<file path="src/core/fscp_map.svh">
// Offsets, field positions, reset values and encodings of the flash
// security, program/erase control and paging block.
// Assumes a byte-wide register port and a 14-bit CPU address space.
`ifndef FSCP_MAP_SVH
`define FSCP_MAP_SVH

`define FSCP_ADDR_W 14
`define FSCP_FLASH_OPTION_WORKING_OFS 14'h023C
`define FSCP_FLASH_PROGRAM_ERASE_CONTROL_OFS 14'h023D
`define FSCP_FLASH_OPTION_NONVOLATILE_OFS 14'h3FFC
`define FSCP_PAGING_WINDOW_SELECTOR_OFS 14'h001F

`define FSCP_SECURITY_DISENGAGE_BIT_BIT 0
`define FSCP_PGM_BIT 0
`define FSCP_MASS_BIT 2
`define FSCP_HIGH_VOLTAGE_ENABLE_BIT 3

`define FSCP_PAGING_WINDOW_SELECTOR_RST 8'h00
`define FSCP_FLASH_PROGRAM_ERASE_CONTROL_RST 8'h00

`define FSCP_WIN_LO 14'h00C0
`define FSCP_WIN_HI 14'h00FF
`define FSCP_FLASH_LO 14'h2000
`define FSCP_PAGE_FLASH_MIN 8'h80
`define FSCP_PAGE_HREG_LO 8'h08
`define FSCP_PAGE_HREG_HI 8'h09

`endif

</file>
<file path="src/core/fscp_pkg.sv">
// Types shared by the flash security, control and paging block.
// Assumes the _map header supplies all numeric constants.
package fscp_pkg;
   typedef enum logic [1:0]
   {
      FSCP_TGT_NONE = 2'b00,
      FSCP_TGT_FLASH = 2'b01,
      FSCP_TGT_HREG = 2'b10,
      FSCP_TGT_LOW = 2'b11
   } fscp_target_t;

   typedef struct packed
   {
      logic [13:0] addr;
      logic rd;
      logic wr;
      logic debug;
   } fscp_access_t;

   typedef struct packed
   {
      logic high_voltage_enable;
      logic mass;
      logic program_select;
   } fscp_flash_program_erase_control_t;
endpackage : fscp_pkg

</file>
<file path="src/core/fscp_guard.sv">
// Security gate on flash read data.
// Assumes the security bit is the loaded working option bit.
`timescale 1ns/100ps
`default_nettype none
module fscp_guard
(
   input wire logic secured_in,
   input wire logic debug_in,
   input wire logic pin_en_in,
   input wire logic is_flash_in,
   input wire logic [7:0] data_in,
   output logic blocked_out,
   output logic [7:0] data_out
);
   // Only flash is protected; other targets pass untouched
   assign blocked_out = secured_in && is_flash_in &&
      (debug_in || pin_en_in);
   assign data_out = blocked_out ? 8'h00 : data_in;
endmodule : fscp_guard
`default_nettype wire

</file>
<file path="src/core/fscp_pager.sv">
// Paging window address translation.
// Assumes an access address and the current page selector value.
`timescale 1ns/100ps
`default_nettype none
`include "fscp_map.svh"
module fscp_pager
(
   input wire logic [13:0] addr_in,
   input wire logic [7:0] page_in,
   output logic [13:0] phys_addr_out,
   output fscp_pkg::fscp_target_t target_out
);
   import fscp_pkg::*;
   logic in_win;
   assign in_win = (addr_in >= `FSCP_WIN_LO) && (addr_in <= `FSCP_WIN_HI);
   // Window offset is the low six bits, page gives bits 13:6
   assign phys_addr_out = in_win ? {page_in, addr_in[5:0]} : addr_in;
   always_comb
   begin
      if (phys_addr_out >= `FSCP_FLASH_LO)
         target_out = FSCP_TGT_FLASH;
      else if (in_win && (page_in >= `FSCP_PAGE_HREG_LO) &&
         (page_in <= `FSCP_PAGE_HREG_HI))
         target_out = FSCP_TGT_HREG;
      else if (in_win && (page_in > 8'h02))
         target_out = FSCP_TGT_NONE;
      else if (in_win)
         target_out = FSCP_TGT_LOW;
      else if (!in_win && (addr_in >= 14'h0200) && (addr_in <= 14'h027F))
         target_out = FSCP_TGT_HREG;
      else if (!in_win && (addr_in < 14'h0100))
         target_out = FSCP_TGT_LOW;
      else
         target_out = FSCP_TGT_NONE;
   end
endmodule : fscp_pager
`default_nettype wire

</file>
<file path="src/core/fscp_top.sv">
// Flash security, program/erase control and direct-page paging window.
// Assumes a CPU/debug register port, a flash array beside it, and that
// the reset line is asserted on every power-on, pin or internal reset.
// Behaviour
// Secured: debug-path or pin-enabled flash reads blocked, return zero.
// RAM, registers and debug controller stay reachable when secured.
// Every reset copies the nonvolatile option byte into working option.
// Option bit 0 clear engages security, set disengages it.
// New security setting takes effect only after the next reset.
// Host removes security by mass erase then pin or power-on reset.
// Working option bits 7 to 1 always read zero.
// Writes to working option register have no effect.
// Normal-mode reset while secured clears debug pin enable, blocks debug.
// High voltage enable sets only with program or mass and sequence.
// Control bit 2 is read/write mass erase select.
// Program select bit 0 interlocked with mass; never both one.
// While secured, writes to program select are ignored.
// Page selector supplies address bits 6 through 13 in window.
// Window occupies C0 to FF; page picks the 64-byte block.
// Pages 80-FF map flash, 08-09 high registers, others unavailable; the code maps pages 00-02 to low memory.
// Programmer writes flash one aligned 64-byte row at a time.
// Mass erase: select, write flash, wait, HV, clear mass, clear HV.
// Program, mass and high voltage enables reset to zero.
`timescale 1ns/100ps
`default_nettype none
`include "fscp_map.svh"
module fscp_top
(
   input wire logic CLK_IN,
   input wire logic RST_N_IN,
   input wire logic CE_IN,
   input wire logic MODE_SELECT_PIN_IN,
   input wire logic [13:0] ADDR_IN,
   input wire logic [7:0] WDATA_IN,
   input wire logic WR_IN,
   input wire logic RD_IN,
   input wire logic DEBUG_IN,
   input wire logic [7:0] FLASH_OPTION_NONVOLATILE_DATA_IN,
   input wire logic [7:0] MEM_RDATA_IN,
   output logic [7:0] RDATA_OUT,
   output logic [13:0] MEM_ADDR_OUT,
   output logic MEM_WR_OUT,
   output logic MEM_RD_OUT,
   output logic DEBUG_PIN_ENABLE_OUT,
   output logic DEBUG_BLOCKED_OUT,
   output logic SECURED_OUT,
   output logic HIGH_VOLTAGE_ENABLE_OUT,
   output logic MASS_ERASE_SELECT_OUT,
   output logic PROGRAM_SELECT_OUT,
   output logic ACCESS_BLOCKED_OUT
);
   import fscp_pkg::*;

   typedef enum logic [1:0]
   {
      FSCP_ST_LOAD = 2'b00,
      FSCP_ST_RUN = 2'b01
   } fscp_state_t;

   fscp_state_t state_q;
   logic [7:0] opt_q;
   logic [7:0] page_q;
   fscp_flash_program_erase_control_t flash_program_erase_control_q;
   fscp_flash_program_erase_control_t flash_program_erase_control_d;
   logic armed_q;
   logic pin_en_q;
   logic dbg_block_q;
   logic [7:0] rdata_q;
   logic [7:0] rdata_d;
   fscp_access_t acc;
   fscp_target_t target;
   logic [13:0] phys_addr;
   logic secured;
   logic blocked;
   logic [7:0] flash_data;
   logic wr_flash_program_erase_control;
   logic wr_page;
   logic dbg_refused;

   assign acc = '{addr: ADDR_IN, rd: RD_IN, wr: WR_IN, debug: DEBUG_IN};
   assign secured = (state_q == FSCP_ST_RUN) &&
      !opt_q[`FSCP_SECURITY_DISENGAGE_BIT_BIT];
   // Debug traffic refused entirely after a secured normal-mode boot
   assign dbg_refused = acc.debug && dbg_block_q;

   fscp_pager u_pager
   (
      .addr_in(acc.addr),
      .page_in(page_q),
      .phys_addr_out(phys_addr),
      .target_out(target)
   );

   fscp_guard u_guard
   (
      .secured_in(secured),
      .debug_in(acc.debug),
      .pin_en_in(pin_en_q),
      .is_flash_in(target == FSCP_TGT_FLASH),
      .data_in(MEM_RDATA_IN),
      .blocked_out(blocked),
      .data_out(flash_data)
   );

   // Option load on the first enabled cycle after reset release
   always_ff @(posedge CLK_IN or negedge RST_N_IN)
   begin
      if (!RST_N_IN)
         state_q <= FSCP_ST_LOAD;
      else if (CE_IN)
      begin
         case (state_q)
            FSCP_ST_LOAD: state_q <= FSCP_ST_RUN;
            FSCP_ST_RUN: state_q <= FSCP_ST_RUN;
            default: state_q <= FSCP_ST_LOAD;
         endcase
      end
   end

   // Loaded only at reset: reprogramming acts after the next reset
   always_ff @(posedge CLK_IN or negedge RST_N_IN)
   begin
      if (!RST_N_IN)
         opt_q <= 8'h00;
      else if (CE_IN && (state_q == FSCP_ST_LOAD))
         opt_q <= {7'h00, FLASH_OPTION_NONVOLATILE_DATA_IN[`FSCP_SECURITY_DISENGAGE_BIT_BIT]};
   end

   // Debug pin enable follows mode pin and security at load
   always_ff @(posedge CLK_IN or negedge RST_N_IN)
   begin
      if (!RST_N_IN)
      begin
         pin_en_q <= 1'b0;
         dbg_block_q <= 1'b1;
      end
      else if (CE_IN && (state_q == FSCP_ST_LOAD))
      begin
         if (MODE_SELECT_PIN_IN && !FLASH_OPTION_NONVOLATILE_DATA_IN[`FSCP_SECURITY_DISENGAGE_BIT_BIT])
         begin
            pin_en_q <= 1'b0;
            dbg_block_q <= 1'b1;
         end
         else
         begin
            pin_en_q <= 1'b1;
            dbg_block_q <= 1'b0;
         end
      end
   end

   assign wr_flash_program_erase_control = CE_IN && acc.wr && !dbg_refused &&
      (phys_addr == `FSCP_FLASH_PROGRAM_ERASE_CONTROL_OFS);
   assign wr_page = CE_IN && acc.wr && !dbg_refused &&
      (acc.addr == `FSCP_PAGING_WINDOW_SELECTOR_OFS);

   always_ff @(posedge CLK_IN or negedge RST_N_IN)
   begin
      if (!RST_N_IN)
         page_q <= `FSCP_PAGING_WINDOW_SELECTOR_RST;
      else if (wr_page)
         page_q <= WDATA_IN;
   end

   // A flash write while a mode is selected arms the high voltage step
   always_ff @(posedge CLK_IN or negedge RST_N_IN)
   begin
      if (!RST_N_IN)
         armed_q <= 1'b0;
      else if (CE_IN)
      begin
         if (!flash_program_erase_control_q.program_select && !flash_program_erase_control_q.mass)
            armed_q <= 1'b0;
         else if (acc.wr && !dbg_refused && (target == FSCP_TGT_FLASH))
            armed_q <= 1'b1;
      end
   end

   always_comb
   begin
      logic w_pgm;
      logic w_mass;
      logic w_high_voltage_enable;
      w_pgm = WDATA_IN[`FSCP_PGM_BIT];
      w_mass = WDATA_IN[`FSCP_MASS_BIT];
      w_high_voltage_enable = WDATA_IN[`FSCP_HIGH_VOLTAGE_ENABLE_BIT];
      flash_program_erase_control_d = flash_program_erase_control_q;
      if (wr_flash_program_erase_control)
      begin
         flash_program_erase_control_d.mass = w_mass;
         if (w_mass && (flash_program_erase_control_q.program_select || w_pgm))
            flash_program_erase_control_d.mass = flash_program_erase_control_q.mass;
         if (!secured)
         begin
            flash_program_erase_control_d.program_select = w_pgm;
            if (w_pgm && (flash_program_erase_control_q.mass || w_mass))
               flash_program_erase_control_d.program_select = flash_program_erase_control_q.program_select;
         end
         if (!w_high_voltage_enable)
            flash_program_erase_control_d.high_voltage_enable = 1'b0;
         else if ((flash_program_erase_control_q.program_select || flash_program_erase_control_q.mass) && armed_q)
            flash_program_erase_control_d.high_voltage_enable = 1'b1;
      end
   end

   always_ff @(posedge CLK_IN or negedge RST_N_IN)
   begin
      if (!RST_N_IN)
         flash_program_erase_control_q <= '{high_voltage_enable: 1'b0, mass: 1'b0, program_select: 1'b0};
      else if (CE_IN)
         flash_program_erase_control_q <= flash_program_erase_control_d;
   end

   // Register reads answer in the next cycle only
   always_comb
   begin
      rdata_d = 8'h00;
      if (acc.rd && !dbg_refused)
      begin
         if (phys_addr == `FSCP_FLASH_OPTION_WORKING_OFS)
            rdata_d = opt_q;
         else if (phys_addr == `FSCP_FLASH_PROGRAM_ERASE_CONTROL_OFS)
            rdata_d = {4'h0, flash_program_erase_control_q.high_voltage_enable, flash_program_erase_control_q.mass, 1'b0, flash_program_erase_control_q.program_select};
         else if (acc.addr == `FSCP_PAGING_WINDOW_SELECTOR_OFS)
            rdata_d = page_q;
         else if (target == FSCP_TGT_FLASH)
            rdata_d = flash_data;
         else if (target != FSCP_TGT_NONE)
            rdata_d = MEM_RDATA_IN;
      end
   end

   always_ff @(posedge CLK_IN or negedge RST_N_IN)
   begin
      if (!RST_N_IN)
         rdata_q <= 8'h00;
      else if (CE_IN)
         rdata_q <= rdata_d;
   end

   // Memory side sees the translated address combinationally
   assign MEM_ADDR_OUT = phys_addr;
   assign MEM_RD_OUT = CE_IN && acc.rd && !dbg_refused && !blocked &&
      (target != FSCP_TGT_NONE);
   assign MEM_WR_OUT = CE_IN && acc.wr && !dbg_refused &&
      (target != FSCP_TGT_NONE) && !(secured && acc.debug &&
      (target == FSCP_TGT_FLASH));
   assign ACCESS_BLOCKED_OUT = (acc.rd || acc.wr) && (blocked || dbg_refused);
   assign RDATA_OUT = rdata_q;
   assign DEBUG_PIN_ENABLE_OUT = pin_en_q;
   assign DEBUG_BLOCKED_OUT = dbg_block_q;
   assign SECURED_OUT = secured;
   assign HIGH_VOLTAGE_ENABLE_OUT = flash_program_erase_control_q.high_voltage_enable;
   assign MASS_ERASE_SELECT_OUT = flash_program_erase_control_q.mass;
   assign PROGRAM_SELECT_OUT = flash_program_erase_control_q.program_select;
endmodule : fscp_top
`default_nettype wire

</file>
<file path="config.mk">
export PLATFORM = sky130hd
export DESIGN_NAME = fscp_top
export DESIGN_NICKNAME = d
export VERILOG_FILES = /design/src/core/fscp_pkg.sv /design/src/core/fscp_guard.sv /design/src/core/fscp_pager.sv /design/src/core/fscp_top.sv
export VERILOG_INCLUDE_DIRS = /design/src /design/src/core
export SDC_FILE = /design/constraint.sdc
export NUM_CORES = 1
export LEC_CHECK = 0
export ABC_CLOCK_PERIOD_IN_PS = 4900
export BUFFER_PORTS_ARGS = -buffer_cell sky130_fd_sc_hd__buf_2
export CAP_MARGIN = 5
export CORE_MARGIN = 2
export CORE_UTILIZATION = 50
export DETAILED_ROUTE_END_ITERATION = 8
export HOLD_SLACK_MARGIN = 0.1
export PLACE_DENSITY = 0.87
export SETUP_SLACK_MARGIN = 0.4
export SLEW_MARGIN = 40
export SYNTH_ARGS = -nofsm -noshare
export SYNTH_HDL_FRONTEND = slang
export SYNTH_SLANG_ARGS = --single-unit
</file>
<file path="constraint.sdc">
create_clock -name CLK_IN -period 4.9 [get_ports CLK_IN]
set_clock_uncertainty 0.05 [all_clocks]
set_input_delay 0.49 -clock CLK_IN [delete_from_list [all_inputs] [get_ports CLK_IN]]
set_output_delay 0.49 -clock CLK_IN [all_outputs]
set_load 0.01 [all_outputs]
</file>
* Word level (Yosys, flattened, before mapping)
Cells that the tools add are included.
Storage, ports and cells: register bits after elaboration 25, output and inout bits 31, logic and storage cells 104
Cells by class: magnitude comparators 9, equality and inequality tests 6, multiplexer cells 21, bitwise gates (word level) 3, reduce and logical (&&, ||, !) cells 55
Operator list (count):
- 2-to-1 mux 8 bit | 7
- logical AND 1 bit | 33
- == test 14 x 10 -> 1 bit (second input constant) | 2
- == test 14 x 5 -> 1 bit (second input constant) | 1
- >= comparator 14 x 10 -> 1 bit (second input constant) | 1
- >= comparator 14 bit (second input constant) | 1
- >= comparator 14 x 8 -> 1 bit (second input constant) | 1
- less-or-equal comparator 14 x 10 -> 1 bit (second input constant) | 1
- less-or-equal comparator 14 x 8 -> 1 bit (second input constant) | 1
- less-than comparator 14 x 9 -> 1 bit (second input constant) | 1
- 2-to-1 mux 14 bit | 1
- 2-to-1 mux 2 bit | 6
- >= comparator 8 x 4 -> 1 bit (second input constant) | 1
- > comparator 8 x 2 -> 1 bit (second input constant) | 1
- less-or-equal comparator 8 x 4 -> 1 bit (second input constant) | 1
- logical NOT 1 bit | 8
- 2-to-1 mux 1 bit | 7
- logical OR 1 bit | 6
- AND reduction 3 bit | 2
- == test 2 x 1 -> 1 bit (second input constant) | 2
- AND reduction 4 bit | 1
- nonzero test 2 bit | 2
- inverter 1 bit | 3
- logical NOT 2 bit | 1
- 3 further kinds | 3

* Depth between registers and ports, before layout
depth after elaboration 19, gate-level depth with buffers 7

* Hierarchy
From an unflattened synthesis, not the netlist that was laid out.
Second synthesis, totals: cell total of the unflattened synthesis 167, area total of the unflattened synthesis 1565.3 µm²
By module, submodules not included:
- fscp_top | times used 1, cells each 124, area each 1265.0 µm²
- fscp_pager | times used 1, cells each 33, area each 225.2 µm²
- fscp_guard | times used 1, cells each 10, area each 75.1 µm²

* Least setup slack after synthesis
Ideal clock, no wire load.
path kind in2out, start point input ADDR_IN[13], end point output MEM_WR_OUT, arrival 1747 ps, data required time 4360 ps, slack 2613 ps, stages 5, buffers on the path 0, cells stage by stage or4_4 -> nor4_2 -> a21oi_1 -> o21ai_0 -> a21oi_1
On the way: longest elaborated chain between the ends 14
RTL lines:
- start: declaration | line fscp_top.sv:33 | input wire logic [13:0] ADDR_IN,
- parallel branches: the longest is 9 deep, another holds >= comparator 14 x 8 -> 1 bit
- 2-to-1 mux 2 bit (*) | line fscp_pager.sv:20 | if (phys_addr_out >= `FSCP_FLASH_LO)
- == test 2 x 1 -> 1 bit | line fscp_top.sv:247 | (target == FSCP_TGT_FLASH));
- logical AND 1 bit | line fscp_top.sv:246 | (target != FSCP_TGT_NONE) && !(secured && acc.debug &&
- logical NOT 1 bit | line fscp_top.sv:246
- logical AND 1 bit (*) | line fscp_top.sv:246
- end: declaration | line fscp_top.sv:42 | output logic MEM_WR_OUT,
Every way passes the cells marked *.

* Final worst setup path
Same ends and word-level chain as after synthesis.

==> summary.md <==
STA
- 646.6 ps — worst-margin pin slew
- no — unrepaired setup endpoints after global routing
- 2720 ps — fin crit period
- 56.54% — max-slew headroom at the worst pin
- 0 — Final Max Tran Viols
- 0 — number of setup violations in the final report
- 2180 ps — post-route setup slack
- 0 — number of hold-slack violations in the final timing report
- 0 ps — sum of negative setup slack
- 0.3676 GHz — Fmax
- 55.51% — share of the clock period used by the worst path after layout

Clock network
- 24 — Num Clock Sinks
- 120 ps — clock-pin transition on the worst setup and hold timing paths
- 1 — number of levels in the clock H-tree
- 2 — Bufs on Longest Clock Path
- 0 — post-CTS setup buffer count
- 0 — count of cells resized by post-cts repair
- 3 — TritonCTS Buffers
- sky130_fd_sc_hd__clkbuf_4 — cell at the root of the clock tree
- built — CTS tree
- 0 — hold bufs inserted after CTS
- 310 ps — insertion delay to the later sink of the worst-skew pair

Setup path
- sky130_fd_sc_hd__or4_4 — Worst path slowest cell
- buf_2 -> or4_4 -> nor4_2 -> a21oi_1 -> o21ai_0 -> a21oi_1 -> buf_2 — cell-by-cell listing of the critical path
- ADDR_IN[13] — crit path launch
- in2out — type of the worst setup path
- page_q[5] — reg2reg start
- primary input — startpoint type of the worst setup path
- output pin — critical path capture point type
- 4360 ps — required time reported for the critical path endpoint
- 580 ps — largest stage delay on the critical path
- 6 — worst-path maximum fanout
- 2180 ps — endpoint arrival time on the critical path

Yosys
- 55 — number of distinct library cells after synthesis
- 37.00% — proportion of synthesized chip area in sequential cells
- sky130_fd_sc_hd__dfrtp_1, sky130_fd_sc_hd__mux2_2, sky130_fd_sc_hd__nand3_1 — top post-synthesis cells by area
- 9.858 µm² — mean instance size in the synthesized netlist
- sky130_fd_sc_hd__dfrtp_1 — most numerous cell in the Yosys netlist
- 100.0% — async set-or-reset flop fraction in the synthesized netlist
- 0 — number of flops mapped to enable cells by yosys
- 24 — total of flip-flops plus latches after synthesis
- 0 — yosys synthesis warning count
- sky130_fd_sc_hd__dfrtp_1, sky130_fd_sc_hd__nor2_1, sky130_fd_sc_hd__nand3_1 — commonest cells in the netlist
- 165 — gate count after technology mapping
- sky130_fd_sc_hd__dfrtp_1 — dominant cell type by area after synthesis
- 35.38% — area share of the largest cell type after synthesis
- sky130_fd_sc_hd__dfrtp_1 — predominant post-synthesis flop cell
- 1627 µm² — Synth Cell Area
- 210 — syn_nets

Floorplanning
- 3078 µm² — core outline area
- 61.04 µm — Die H
- 3725 µm² — die area
- 20 — number of rows created at floorplan
- 61.04 µm — horizontal die dimension
- 52.85% — Initial Utilization
- 76 — number of top-level pins

Place
- 68 — number of buffers added on ports
- 266 — Placed Cells
- 3309 µm — detailed placer's ending HPWL
- 0.8493 — final weighted congestion in routability-driven placement
- 2181 ps — worst setup timing slack at the placement stage

Run status
- complete, no violations — result of the run

Finish
- 0 — number of inserted diodes
- 270 — Fillers
- 270 — Finished Layout Cells
- 19.54% — synth-to-layout area growth
- 43.36% — fraction of final layout cells with drive strength greater than 1
- 272 — Nets

Detailed routing
- 15.66 µm — average wire per cell in the routed design
- 5.996 — Vias per Instance
- 4229 µm — final WL
- 1619 — total via count after detailed routing
- 105 — initial drt markers
- 5 — first-pass detailed-route iteration total
- 0 — total DRC errors in the routed layout
- 0 — post-route ant nets

Global route
- 6354 µm — global-route wire length before repair
- 1407 — number of global-route vias before repair
- 0 — GR Overflow Total
- 22.78% — GR Util All Layers
- 0 — number of antenna violations at the first check in global routing
- 25 — maximum number of pins on one net before global-route repair

Flow run
- 0 — max-cap viol count

Power
- 197.0 nW/µm² — PD cells
- 0.0009424 µW — leakage power figure
- 0.1373 mV — maximum VDD drop

Min path
- in2async — hold crit path type

-- layer usage --
metal	wire (µm)	global-route usage, %
met5	0	0
met4	85	6.832
met3	308	2.101
met2	2036	37.99
met1	1799	31.66
-- cells by family (layout without fill, tap and decap cells) --
kind of cell / count (synthesis) / after routing / synth area share [%]
compound gates: 51 / 51 / 24.46
buf+inv: 16 / 77 / 7.537
flops: 24 / 24 / 37.00
mux: 10 / 10 / 6.846
simple gates: 64 / 64 / 24.16
-- sequential cells by signal (all words and copies together) (netlist names) --
register and cells:
state_q 1, MASS_ERASE_SELECT_OUT 1, DEBUG_PIN_ENABLE_OUT 1, DEBUG_BLOCKED_OUT 1, PROGRAM_SELECT_OUT 1, RDATA_OUT 8, HIGH_VOLTAGE_ENABLE_OUT 1, armed_q 1
page_q 8, opt_q 1
-- through the flow --
step                utilization [%]  hold slack (ps)  total power (µW)  cell area, µm²
global placement              62.32            429.2             297.0            1918
floorplan                         -            144.4             261.3            1627
detailed placement            62.32            445.4             298.4            1918
global route                  63.17            104.1             404.6            1944
CTS                           63.17            103.0             383.6            1944
finish                        63.17            88.14             383.0            1944
-- layout make-up --
class	instances	area [µm²]	share of cell area (%)
inverters	5	18.77	0.9653
well taps	44	55.05	2.831
clock buffers	4	26.28	1.351
repair buffers	68	340.3	17.50
flip-flops and latches	24	601.8	30.95
multi-input cells	125	902.1	46.40
-- report_power, final --
| part | total, µW | leakage [µW] | internal (µW) | switching, µW |
|---|---|---|---|---|
| combinational | 85.2 | 0.000609 | 35.4 | 49.8 |
| sequential | 210 | 0.000319 | 205 | 4.59 |
| clock | 88.0 | 0.0000150 | 31.8 | 56.2 |
-- critical path, delay by kind of cell --
| family | cells | cell delay, ps |
|---|---|---|
| compound gates | 3 | 420 |
| buf+inv | 2 | 280 |
| simple gates | 2 | 990 |
-- cell usage in the layout, fill, tap and decap left out, types with 2 or more instances in the layout --
cell	n
sky130_fd_sc_hd__nor2_1	13
sky130_fd_sc_hd__inv_1	5
sky130_fd_sc_hd__nand3_1	11
sky130_fd_sc_hd__clkbuf_4	3
sky130_fd_sc_hd__a22oi_1	6
sky130_fd_sc_hd__and3_1	2
sky130_fd_sc_hd__o31a_1	2
sky130_fd_sc_hd__a21oi_1	7
sky130_fd_sc_hd__o21ai_0	10
sky130_fd_sc_hd__a211oi_1	3
sky130_fd_sc_hd__a21o_1	3
sky130_fd_sc_hd__mux2_2	9
sky130_fd_sc_hd__buf_2	68
sky130_fd_sc_hd__a41o_2	2
sky130_fd_sc_hd__o211a_1	2
sky130_fd_sc_hd__nor4b_1	2
sky130_fd_sc_hd__a221oi_1	2
sky130_fd_sc_hd__dfrtp_1	23
sky130_fd_sc_hd__or2_2	3
sky130_fd_sc_hd__nor4_2	3
sky130_fd_sc_hd__and2_1	4
sky130_fd_sc_hd__a32oi_1	3
sky130_fd_sc_hd__nand2_1	10
sky130_fd_sc_hd__nor3_1	2
-- final timing paths --
check	cells after the start	slack (ps)	to
min	1	90	PROGRAM_SELECT_OUT
min reg2reg	2	470	DEBUG_BLOCKED_OUT
max in group asynchronous	1	4350	DEBUG_BLOCKED_OUT
max reg2reg	5	2780	RDATA_OUT[6]
min in group CLK_IN	2	360	page_q[4]
max	7	2180	MEM_WR_OUT
Power figures use the tool's default switching activity.
